### src/gpp_pkg.sv
/*
  Shared constants and carrier types for the general purpose pin port.
  Assumes an APB master with 32-bit data and an 8-bit byte address.
*/
`default_nettype none

package gpp_pkg;

  // Pin group widths.
  localparam int GPI_W   = 22;
  localparam int GPO_W   = 24;
  localparam int GPIO_W  = 6;
  localparam int MEMIO_W = 13;
  localparam int IO_W    = GPIO_W + MEMIO_W;
  localparam int MUX_W   = GPO_W + GPIO_W;
  localparam int SYNC_W  = GPI_W + IO_W;

  // Register byte offsets.
  localparam logic [7:0] OFS_GPI_STATE  = 8'h00;
  localparam logic [7:0] OFS_GPO_SET    = 8'h04;
  localparam logic [7:0] OFS_GPO_CLR    = 8'h08;
  localparam logic [7:0] OFS_GPO_STATE  = 8'h0c;
  localparam logic [7:0] OFS_IO_DIR     = 8'h10;
  localparam logic [7:0] OFS_IO_SET     = 8'h14;
  localparam logic [7:0] OFS_IO_CLR     = 8'h18;
  localparam logic [7:0] OFS_IO_OUT     = 8'h1c;
  localparam logic [7:0] OFS_IO_PIN     = 8'h20;
  localparam logic [7:0] OFS_PIN_MUX    = 8'h24;
  localparam logic [7:0] OFS_MEM_CFG    = 8'h28;

  // Values after reset.
  localparam logic [GPO_W-1:0] GPO_RST    = 24'h000000;
  localparam logic [IO_W-1:0]  IO_OUT_RST = 19'h00000;
  localparam logic [IO_W-1:0]  IO_DIR_RST = 19'h00000;
  localparam logic [MUX_W-1:0] MUX_RST    = 30'h00000000;
  localparam logic             MEM16_RST  = 1'h0;
  localparam logic [SYNC_W-1:0] SYNC_RST  = 41'h00000000000;

  // Bit position of the first bidirectional pin's select in the mux register.
  localparam int MUX_IO_LSB = GPO_W;

  typedef struct packed {
    logic        psel;
    logic        penable;
    logic        pwrite;
    logic [7:0]  paddr;
    logic [31:0] pwdata;
  } gpp_apb_req_s;

  typedef struct packed {
    logic [GPO_W-1:0] gpo_q;
    logic [IO_W-1:0]  io_out_q;
    logic [IO_W-1:0]  io_dir_q;
    logic [MUX_W-1:0] mux_q;
    logic             mem16_q;
    logic [31:0]      prdata_q;
    logic             err_q;
  } gpp_regs_s;

  typedef struct packed {
    logic [SYNC_W-1:0] stage1_q;
    logic [SYNC_W-1:0] stage2_q;
  } gpp_sync_s;

endpackage

`default_nettype wire

### src/gpp_sync.sv
/*
  Two-stage synchroniser for the sampled pin levels.
  Assumes pins may change at any time relative to core_clk.
*/
`timescale 1ns/1ps
`default_nettype none

module gpp_sync
  import gpp_pkg::*;
(
  // Clock and reset.
  input  wire logic              core_clk,
  input  wire logic              sys_rst,
  input  wire logic              clk_en,
  // Levels.
  input  wire logic [SYNC_W-1:0] async_in,
  output logic      [SYNC_W-1:0] sync_out
);

  gpp_sync_s s_q;
  gpp_sync_s s_d;

  // The first stage feeds only the second stage, so a metastable value never fans out.
  always_comb begin
    s_d          = s_q;
    s_d.stage1_q = async_in;
    s_d.stage2_q = s_q.stage1_q;
  end

  always_ff @(posedge core_clk) begin
    if (sys_rst) begin
      s_q <= '{stage1_q: SYNC_RST, stage2_q: SYNC_RST};
    end else if (clk_en) begin
      s_q <= s_d;
    end
  end

  assign sync_out = s_q.stage2_q;

endmodule // gpp_sync

`default_nettype wire

### src/gpp_port.sv
/*
  General purpose pin port: input-only, output-only and bidirectional pins,
  set and clear strobes, direction and pin sharing control, APB register slave.
  Assumes synchronous pin outputs towards pads that resolve the enables, and a
  memory controller that owns the upper data lines while the bus is 32 bits wide.
*/
`timescale 1ns/1ps
`default_nettype none

module gpp_port
  import gpp_pkg::*;
(
  // Clock, reset and enable.
  input  wire logic               core_clk,
  input  wire logic               sys_rst,
  input  wire logic               clk_en,
  // APB slave.
  input  wire gpp_apb_req_s       apb_req,
  output logic      [31:0]        prdata,
  output logic                    pready,
  output logic                    pslverr,
  // Input-only and output-only pins.
  input  wire logic [GPI_W-1:0]   gpi_pin,
  output logic      [GPO_W-1:0]   gpo_pin,
  // Bidirectional pins: dedicated ones low, upper memory data lines high.
  input  wire logic [IO_W-1:0]    io_pin_in,
  output logic      [IO_W-1:0]    io_pin_out,
  output logic      [IO_W-1:0]    io_pin_oe_n,
  // Peripheral functions sharing the pins.
  input  wire logic [GPO_W-1:0]   periph_gpo_out,
  input  wire logic [GPIO_W-1:0]  periph_io_out,
  input  wire logic [GPIO_W-1:0]  periph_io_oe_n,
  output logic      [GPIO_W-1:0]  periph_io_in,
  // Memory controller upper data lines.
  input  wire logic [MEMIO_W-1:0] mem_dq_out,
  input  wire logic [MEMIO_W-1:0] mem_dq_oe_n,
  output logic      [MEMIO_W-1:0] mem_dq_in,
  output logic                    mem_bus16
);

  gpp_regs_s         r_q;
  gpp_regs_s         r_d;
  logic [SYNC_W-1:0] pins_sync;
  logic [GPI_W-1:0]  gpi_sync;
  logic [IO_W-1:0]   io_sync;
  logic              setup_ph;
  logic              wr_acc;

  // Applies a set or a clear mask; bits written as zero keep their value.
  function automatic logic [GPO_W-1:0] apply_mask(
    input logic [GPO_W-1:0] cur,
    input logic [GPO_W-1:0] mask,
    input logic             do_set,
    input logic             do_clr
  );
    logic [GPO_W-1:0] res;
    res = cur;
    if (do_set) begin
      res = cur | mask;
    end else if (do_clr) begin
      res = cur & ~mask;
    end
    return res;
  endfunction

  gpp_sync u_sync (
    .core_clk (core_clk),
    .sys_rst  (sys_rst),
    .clk_en   (clk_en),
    .async_in ({io_pin_in, gpi_pin}),
    .sync_out (pins_sync)
  );

  assign gpi_sync = pins_sync[GPI_W-1:0];
  assign io_sync  = pins_sync[SYNC_W-1:GPI_W];

  assign setup_ph = apb_req.psel & ~apb_req.penable;
  assign wr_acc   = apb_req.psel & apb_req.penable & apb_req.pwrite;

  always_comb begin
    logic [GPO_W-1:0] io_ext;
    io_ext = '0;
    r_d    = r_q;
    // Read data and error are prepared in the setup cycle so the access cycle answers at once.
    if (setup_ph) begin
      r_d.err_q    = 1'b0;
      r_d.prdata_q = 32'h00000000;
      case (apb_req.paddr)
        OFS_GPI_STATE: r_d.prdata_q = 32'(gpi_sync);
        OFS_GPO_SET,
        OFS_GPO_CLR,
        OFS_IO_SET,
        OFS_IO_CLR:    r_d.prdata_q = 32'h00000000;
        OFS_GPO_STATE: r_d.prdata_q = 32'(r_q.gpo_q);
        OFS_IO_DIR:    r_d.prdata_q = 32'(r_q.io_dir_q);
        OFS_IO_OUT:    r_d.prdata_q = 32'(r_q.io_out_q);
        OFS_IO_PIN:    r_d.prdata_q = 32'(io_sync);
        OFS_PIN_MUX:   r_d.prdata_q = 32'(r_q.mux_q);
        OFS_MEM_CFG:   r_d.prdata_q = 32'(r_q.mem16_q);
        default:       r_d.err_q    = 1'b1;
      endcase
    end
    if (wr_acc) begin
      // One write never carries both a set and a clear, so the two masks cannot collide.
      r_d.gpo_q = apply_mask(r_q.gpo_q, apb_req.pwdata[GPO_W-1:0],
                             apb_req.paddr == OFS_GPO_SET,
                             apb_req.paddr == OFS_GPO_CLR);
      io_ext    = apply_mask(GPO_W'(r_q.io_out_q), apb_req.pwdata[GPO_W-1:0],
                             apb_req.paddr == OFS_IO_SET,
                             apb_req.paddr == OFS_IO_CLR);
      r_d.io_out_q = io_ext[IO_W-1:0];
      if (apb_req.paddr == OFS_IO_DIR) begin
        r_d.io_dir_q = apb_req.pwdata[IO_W-1:0];
      end
      if (apb_req.paddr == OFS_PIN_MUX) begin
        r_d.mux_q = apb_req.pwdata[MUX_W-1:0];
      end
      if (apb_req.paddr == OFS_MEM_CFG) begin
        r_d.mem16_q = apb_req.pwdata[0];
      end
    end
  end

  always_ff @(posedge core_clk) begin
    if (sys_rst) begin
      r_q <= '{gpo_q: GPO_RST, io_out_q: IO_OUT_RST, io_dir_q: IO_DIR_RST,
               mux_q: MUX_RST, mem16_q: MEM16_RST, prdata_q: 32'h00000000, err_q: 1'b0};
    end else if (clk_en) begin
      r_q <= r_d;
    end
  end

  // APB answers in the first access cycle; a frozen clock enable stalls the answer.
  assign pready  = clk_en;
  assign prdata  = r_q.prdata_q;
  assign pslverr = r_q.err_q & apb_req.psel & apb_req.penable;

  // Output-only pins: a set mux bit hands the pin to its peripheral.
  always_comb begin
    for (int i = 0; i < GPO_W; i++) begin
      gpo_pin[i] = r_q.mux_q[i] ? periph_gpo_out[i] : r_q.gpo_q[i];
    end
  end

  // Dedicated bidirectional pins: a direction bit of one drives the pin, unless a set mux bit hands direction and level to its peripheral.
  always_comb begin
    for (int i = 0; i < GPIO_W; i++) begin
      if (r_q.mux_q[MUX_IO_LSB+i]) begin
        io_pin_out[i]  = periph_io_out[i];
        io_pin_oe_n[i] = periph_io_oe_n[i];
      end else begin
        io_pin_out[i]  = r_q.io_out_q[i];
        io_pin_oe_n[i] = ~r_q.io_dir_q[i];
      end
    end
    // Upper memory data lines belong to the memory controller unless the bus is 16 bits.
    for (int j = GPIO_W; j < IO_W; j++) begin
      if (r_q.mem16_q) begin
        io_pin_out[j]  = r_q.io_out_q[j];
        io_pin_oe_n[j] = ~r_q.io_dir_q[j];
      end else begin
        io_pin_out[j]  = mem_dq_out[j-GPIO_W];
        io_pin_oe_n[j] = mem_dq_oe_n[j-GPIO_W];
      end
    end
  end

  // The memory controller has its own capture timing, so it sees the raw lines.
  assign periph_io_in = io_sync[GPIO_W-1:0];
  assign mem_dq_in    = io_pin_in[IO_W-1:GPIO_W];
  assign mem_bus16    = r_q.mem16_q;

endmodule // gpp_port

`default_nettype wire

### config.mk
export PLATFORM = sky130hd
export DESIGN_NAME = gpp_port
export DESIGN_NICKNAME = d
export VERILOG_FILES = /design/src/gpp_pkg.sv /design/src/gpp_sync.sv /design/src/gpp_port.sv
export SDC_FILE = /design/constraint.sdc
export NUM_CORES = 1
export LEC_CHECK = 0
export ABC_CLOCK_PERIOD_IN_PS = 2200
export BUFFER_PORTS_ARGS = -buffer_cell sky130_fd_sc_hd__buf_2
export CORE_MARGIN = 3
export CORE_UTILIZATION = 50
export DETAILED_ROUTE_END_ITERATION = 12
export GPL_TIMING_DRIVEN = 0
export PLACE_DENSITY_LB_ADDON = 0.08
export SKIP_LAST_GASP = 1
export SLEW_MARGIN = 0
export SYNTH_ARGS = -nofsm -noshare
export SYNTH_HDL_FRONTEND = slang
export SYNTH_SLANG_ARGS = --single-unit
### constraint.sdc
create_clock -name core_clk -period 2.2 [get_ports core_clk]
set_input_delay 0.22 -clock core_clk [delete_from_list [all_inputs] [get_ports core_clk]]
set_output_delay 0.22 -clock core_clk [all_outputs]
set_load 0.01 [all_outputs]
; Word-level counts from Yosys, hierarchy flattened
; Cells that the tools add are included.
[classes]
eq_ne = 10
n_mux = 68
bitwise = 30
reduce_logical = 10
[op_table]
columns = operator, count
row1 = $pmux 30 s7, 1
row2 = $mux 1, 63
row3 = $mux 24, 2
row4 = $mux 19, 2
row5 = $eq 8x5->1 const B, 4
row6 = $and 24x24->24, 1
row7 = $eq 8x6->1 const B, 3
row8 = $not 24->24, 1
row9 = $or 24x24->24, 1
row10 = $not 1->1, 20
row11 = $and 19x19->19, 1
row12 = $or 19x19->19, 1
row13 = $eq 8x4->1 const B, 2
row14 = $reduce_and 3->1, 5
row15 = $reduce_or 11->1, 1
row16 = $eq 8x3->1 const B, 1
row17 = $logic_not 8->1, 1
row18 = $and 1x1->1, 5
row19 = $reduce_bool 2->1, 2
row20 = $reduce_and 2->1, 1
[totals]
ff_bits = 208
elab_cells = 127

; Logic depth before layout (Yosys ltp)
[logic_depth]
ltp_word = 4
depth_mapped = 7

; Modules after synthesis
; A second synthesis with hierarchy kept.
[unflattened]
hier_cells = 1062
area_unflattened_um2 = 9696.8
[by_module_without_submodules]
columns = module, instances, cells_each, area_per_inst_um2, seq_area_each_um2
row1 = gpp_port, 1, 798, 6760.2, 2482.4
row2 = gpp_sync, 1, 264, 2936.6, 1641.6

; Least setup slack after synthesis
; No wires, ideal clock.
[synth_timing]
path_kind = register -> output
from = reg r_q, in the netlist mem_bus16
to = out io_pin_oe_n[10]
arrival_ps = 1498
slack_ps = 482
path_stages_with_launch = 4
n_path_buf = 2
cell_sequence = dfxtp_1 > clkbuf_1 > clkbuf_1 > mux2i_1
[synth_via]
elab_chain_len = 1
[synth_rtl]
columns = element, line
row1 = "start, declared", gpp_port.sv:41  ; gpp_regs_s r_q;
row2 = "start signal, assigned", gpp_port.sv:126  ; r_q <= '{gpo_q: GPO_RST, io_out_q: IO_OUT_RST, io_dir_q: IO_DIR_RST,
row3 = "start signal, assigned", gpp_port.sv:129  ; r_q <= r_d;
row4 = $mux 1, gpp_port.sv:158  ; if (r_q.mem16_q) begin
row5 = "end, declared", gpp_port.sv:28  ; output logic [IO_W-1:0] io_pin_oe_n,
; Every way passes these cells.

; Final worst setup path
[layout_timing]
from = reg r_q, in the netlist mem_bus16
to = out io_pin_out[13]
[layout_via]
elab_chain_len = 1
[layout_rtl]
columns = element, line
row1 = $mux 1, gpp_port.sv:158
row2 = "end, declared", gpp_port.sv:27  ; output logic [IO_W-1:0] io_pin_out,
; Every way passes these cells.

==> flow_metrics.py <==
metrics = {
    "final_layout": {
        "regArea_sq_mm": 0.00412,
        "antenna_cells": 0,
        "area_delta_synth_final_pct": 30.7,
        "multi_input_area_sq_mm": 0.00461,
        "fin_cells": 1634,
        "nets": 1539,
        "nFillCells": 1538,
        "drive_above_1_share_pct": 31.5,
    },
    "cts": {
        "clock-root-buffer": "clkbuf_16",
        "clk_pin_slew_ps": 60,
        "cts_setup_buffers": 0,
        "clkLatencyLatePin_ps": 510,
        "cts.htree.levels": 1,
        "clock_sinks": 206,
        "clockBufferDepth": 3,
        "cts_buffers": 22,
        "tritoncts": "built",
    },
    "floorplanning": {
        "rows": 49,
        "initial_core_util_pct": 52.1,
        "core-area_sq_mm": 0.0183,
        "fp.dieW_um": 144,
        "ios": 265,
        "die_h_um": 144,
        "dieArea_sq_mm": 0.0208,
    },
    "critical_path": {
        "cp_max_fo": 10,
        "start_kind": "register",
        "worstSetupEndpointType": "output pin",
        "worstPathRequired_ps": 1980,
        "worstSetupPathType": "reg2out",
        "crit_arrival_ps": 1890,
        "r2r_end": "prdata[13]",
        "r2r_slack_ps": 530,
        "r2r_cells": 4,
        "r2r_start": "r_q[77]",
    },
    "global_routing": {
        "antenna_found_initial": 0,
        "grt.overflow.total": 0,
        "grt.total_usage_pct": 30.2,
        "grt_pass1_wl_um": 48600,
        "grt_max_degree": 14,
        "grt_pass1_vias": 8529,
    },
    "yosys": {
        "synth_edf_count": 0,
        "synth.top_cell.area_share_pct": 43.2,
        "syn_inst": 1043,
        "yosysSeqAreaShare_pct": 43.2,
        "yosysTopAreaCell": "dfxtp_1",
        "ys_ff_latch": 206,
        "synth_area_leaders": "dfxtp_1 (43%), mux2i_1 (10%), mux2_2 (7.2%), a21oi_1 (5.1%), nand2_1 (4.7%)",
        "ys.flop_type": "dfxtp_1",
        "synth_area_sq_mm": 0.00954,
        "synth.avg_cell_area_sq_um": 9.15,
        "synth_cell_types": 50,
        "synthArstFlopShare_pct": 0,
        "synth_warnings": 0,
    },
    "timing": {
        "slew_headroom_pct": 18.0,
        "finalCriticalPeriod_ps": 2110,
        "finalHoldViolCount": 0,
        "timing.fmax_mhz": 473,
        "fin_tns_setup_ps": 0,
        "slew_viol_final": 0,
        "skew_ps": 16.5,
        "final.period_utilization_pct": 96.1,
        "worstMarginPinSlew_ps": 1220,
        "setup_viol_count_final": 0,
        "rsz0062_at_grt": "no",
    },
    "routing": {
        "vias_per_cell": 5.59,
        "wl_um": 32300,
        "wl_per_cell_um": 19.8,
        "route.detailed.drc": 0,
        "drtIter0Drc": 602,
        "vias": 9140,
        "firstDrtPassIters": 6,
        "ant_nets": 0,
    },
    "worst_hold_path": {
        "holdPathEnd": "u_sync.s_d[1]",
        "hold_depth": 3,
        "min_path_type": "in2reg",
        "min_from": "gpi_pin[1]",
    },
    "power_and_ir_drop": {
        "power_density_mw_per_mm2": 659,
        "power_leakage_nw": 5.40,
        "peakVddDrop_mv": 0.587,
    },
    "placed_design": {
        "gp_congestion": 0.894,
        "dpl.hpwl_um": 24000,
        "io_buffers": 256,
        "dpl.cell_count": 1529,
    },
    "run": {
        "drv_cap": 0,
    },
    "outcome": {
        "run_status": "completed",
    },
}
## repair_timing
action,4_1_cts,5_1_grt
hold endpoints to repair,85,0
setup endpoints to repair,19,7
hold buffers,66,0
cloned,0,0
resized for setup,4,3
## cell usage in the layout, fill, tap and decap left out, types with 10 or more instances in the layout
| cell type | n |
|---|---|
| buf_2 | 280 |
| dlygate4sd3_1 | 66 |
| mux2_2 | 61 |
| inv_1 | 15 |
| clkbuf_16 | 22 |
| a22oi_1 | 24 |
| clkbuf_1 | 53 |
| mux2i_1 | 97 |
| and3_1 | 12 |
| nor2_1 | 91 |
| o21ai_0 | 10 |
| a21oi_1 | 98 |
| nand3_1 | 24 |
| o211ai_1 | 21 |
| a211oi_1 | 46 |
| buf_4 | 56 |
| nand2_1 | 119 |
| dfxtp_1 | 206 |
| a22o_1 | 18 |
## metal layers
layer	wire length [um]	share of wire, %	GRT usage [%]	vias up
met5	0	0	0	-
li1	-	-	-	4373
met2	15000	47	49.9	399
met3	2350	7.3	3.70	60
met4	902	2.8	8.49	0
met1	14000	43	41.8	4308
## power breakdown
group / switching [mW] / internal (mW) / total (mW)
Sequential: 0.0518 / 3.80 / 3.86
Combinational: 0.426 / 0.368 / 0.794
Clock: 1.50 / 2.07 / 3.57
## through the flow
step	setup WS (ps)	total power, mW	hold slack, ps	area (sq um)	util, %
after floorplan	482	4.29	317	9550	-
after global placement	-151	4.62	439	11100	60.6
after detailed placement	-135	4.63	442	11100	60.6
after CTS	57.5	8.24	3.63	12500	68.0
after global routing	19.1	8.47	12.8	12500	68.0
final	85.0	8.22	5.08	12500	68.0
## cells in the mapped netlist (21+ instances only)
| library cell | number |
|---|---|
| buf_4 | 55 |
| clkbuf_1 | 47 |
| mux2i_1 | 97 |
| o211ai_1 | 21 |
| a22oi_1 | 24 |
| dfxtp_1 | 206 |
| nand2_1 | 119 |
| nand3_1 | 24 |
| a211oi_1 | 46 |
| mux2_2 | 61 |
| buf_2 | 23 |
| nor2_1 | 91 |
| a21oi_1 | 98 |
## final cells by class
type | instances | area share, %
Timing Repair Buffer | 322 | 15.6
Sequential cell | 206 | 33.1
Clock inverter | 6 | 0.532
Clock buffer | 33 | 4.99
Inverter | 15 | 0.451
Buffer | 134 | 6.11
Tap cell | 229 | 2.30
Multi-Input combinational cell | 689 | 37.0
## worst max-delay path: stages, from the launching register on
cell,delay [ps]
dfxtp_1,340
buf_2,280
buf_4,270
mux2_2,350
buf_2,140
## cell families (layout without fill, tap and decap cells)
family | after synthesis | after routing | synth area share, %
compound gates | 239 | 239 | 16.6
xor+xnor | 1 | 1 | 0.0918
buf+inv | 149 | 510 | 8.48
flops | 206 | 206 | 43.2
mux | 158 | 158 | 17.4
other cells | 1 | 2 | 0.0393
simple gates | 289 | 289 | 14.2
## worst max-delay path by stage
stage	start	endpoint	slack [ps]
after global placement	apb_req[36]	prdata[13]	-150
after detailed placement	apb_req[36]	prdata[13]	-130
after CTS	mem_bus16	io_pin_out[13]	60
final	mem_bus16	io_pin_out[13]	90
after global routing	mem_bus16	io_pin_out[15]	20
after floorplan	mem_bus16	io_pin_oe_n[10]	480
Power figures use the tool's default switching activity.
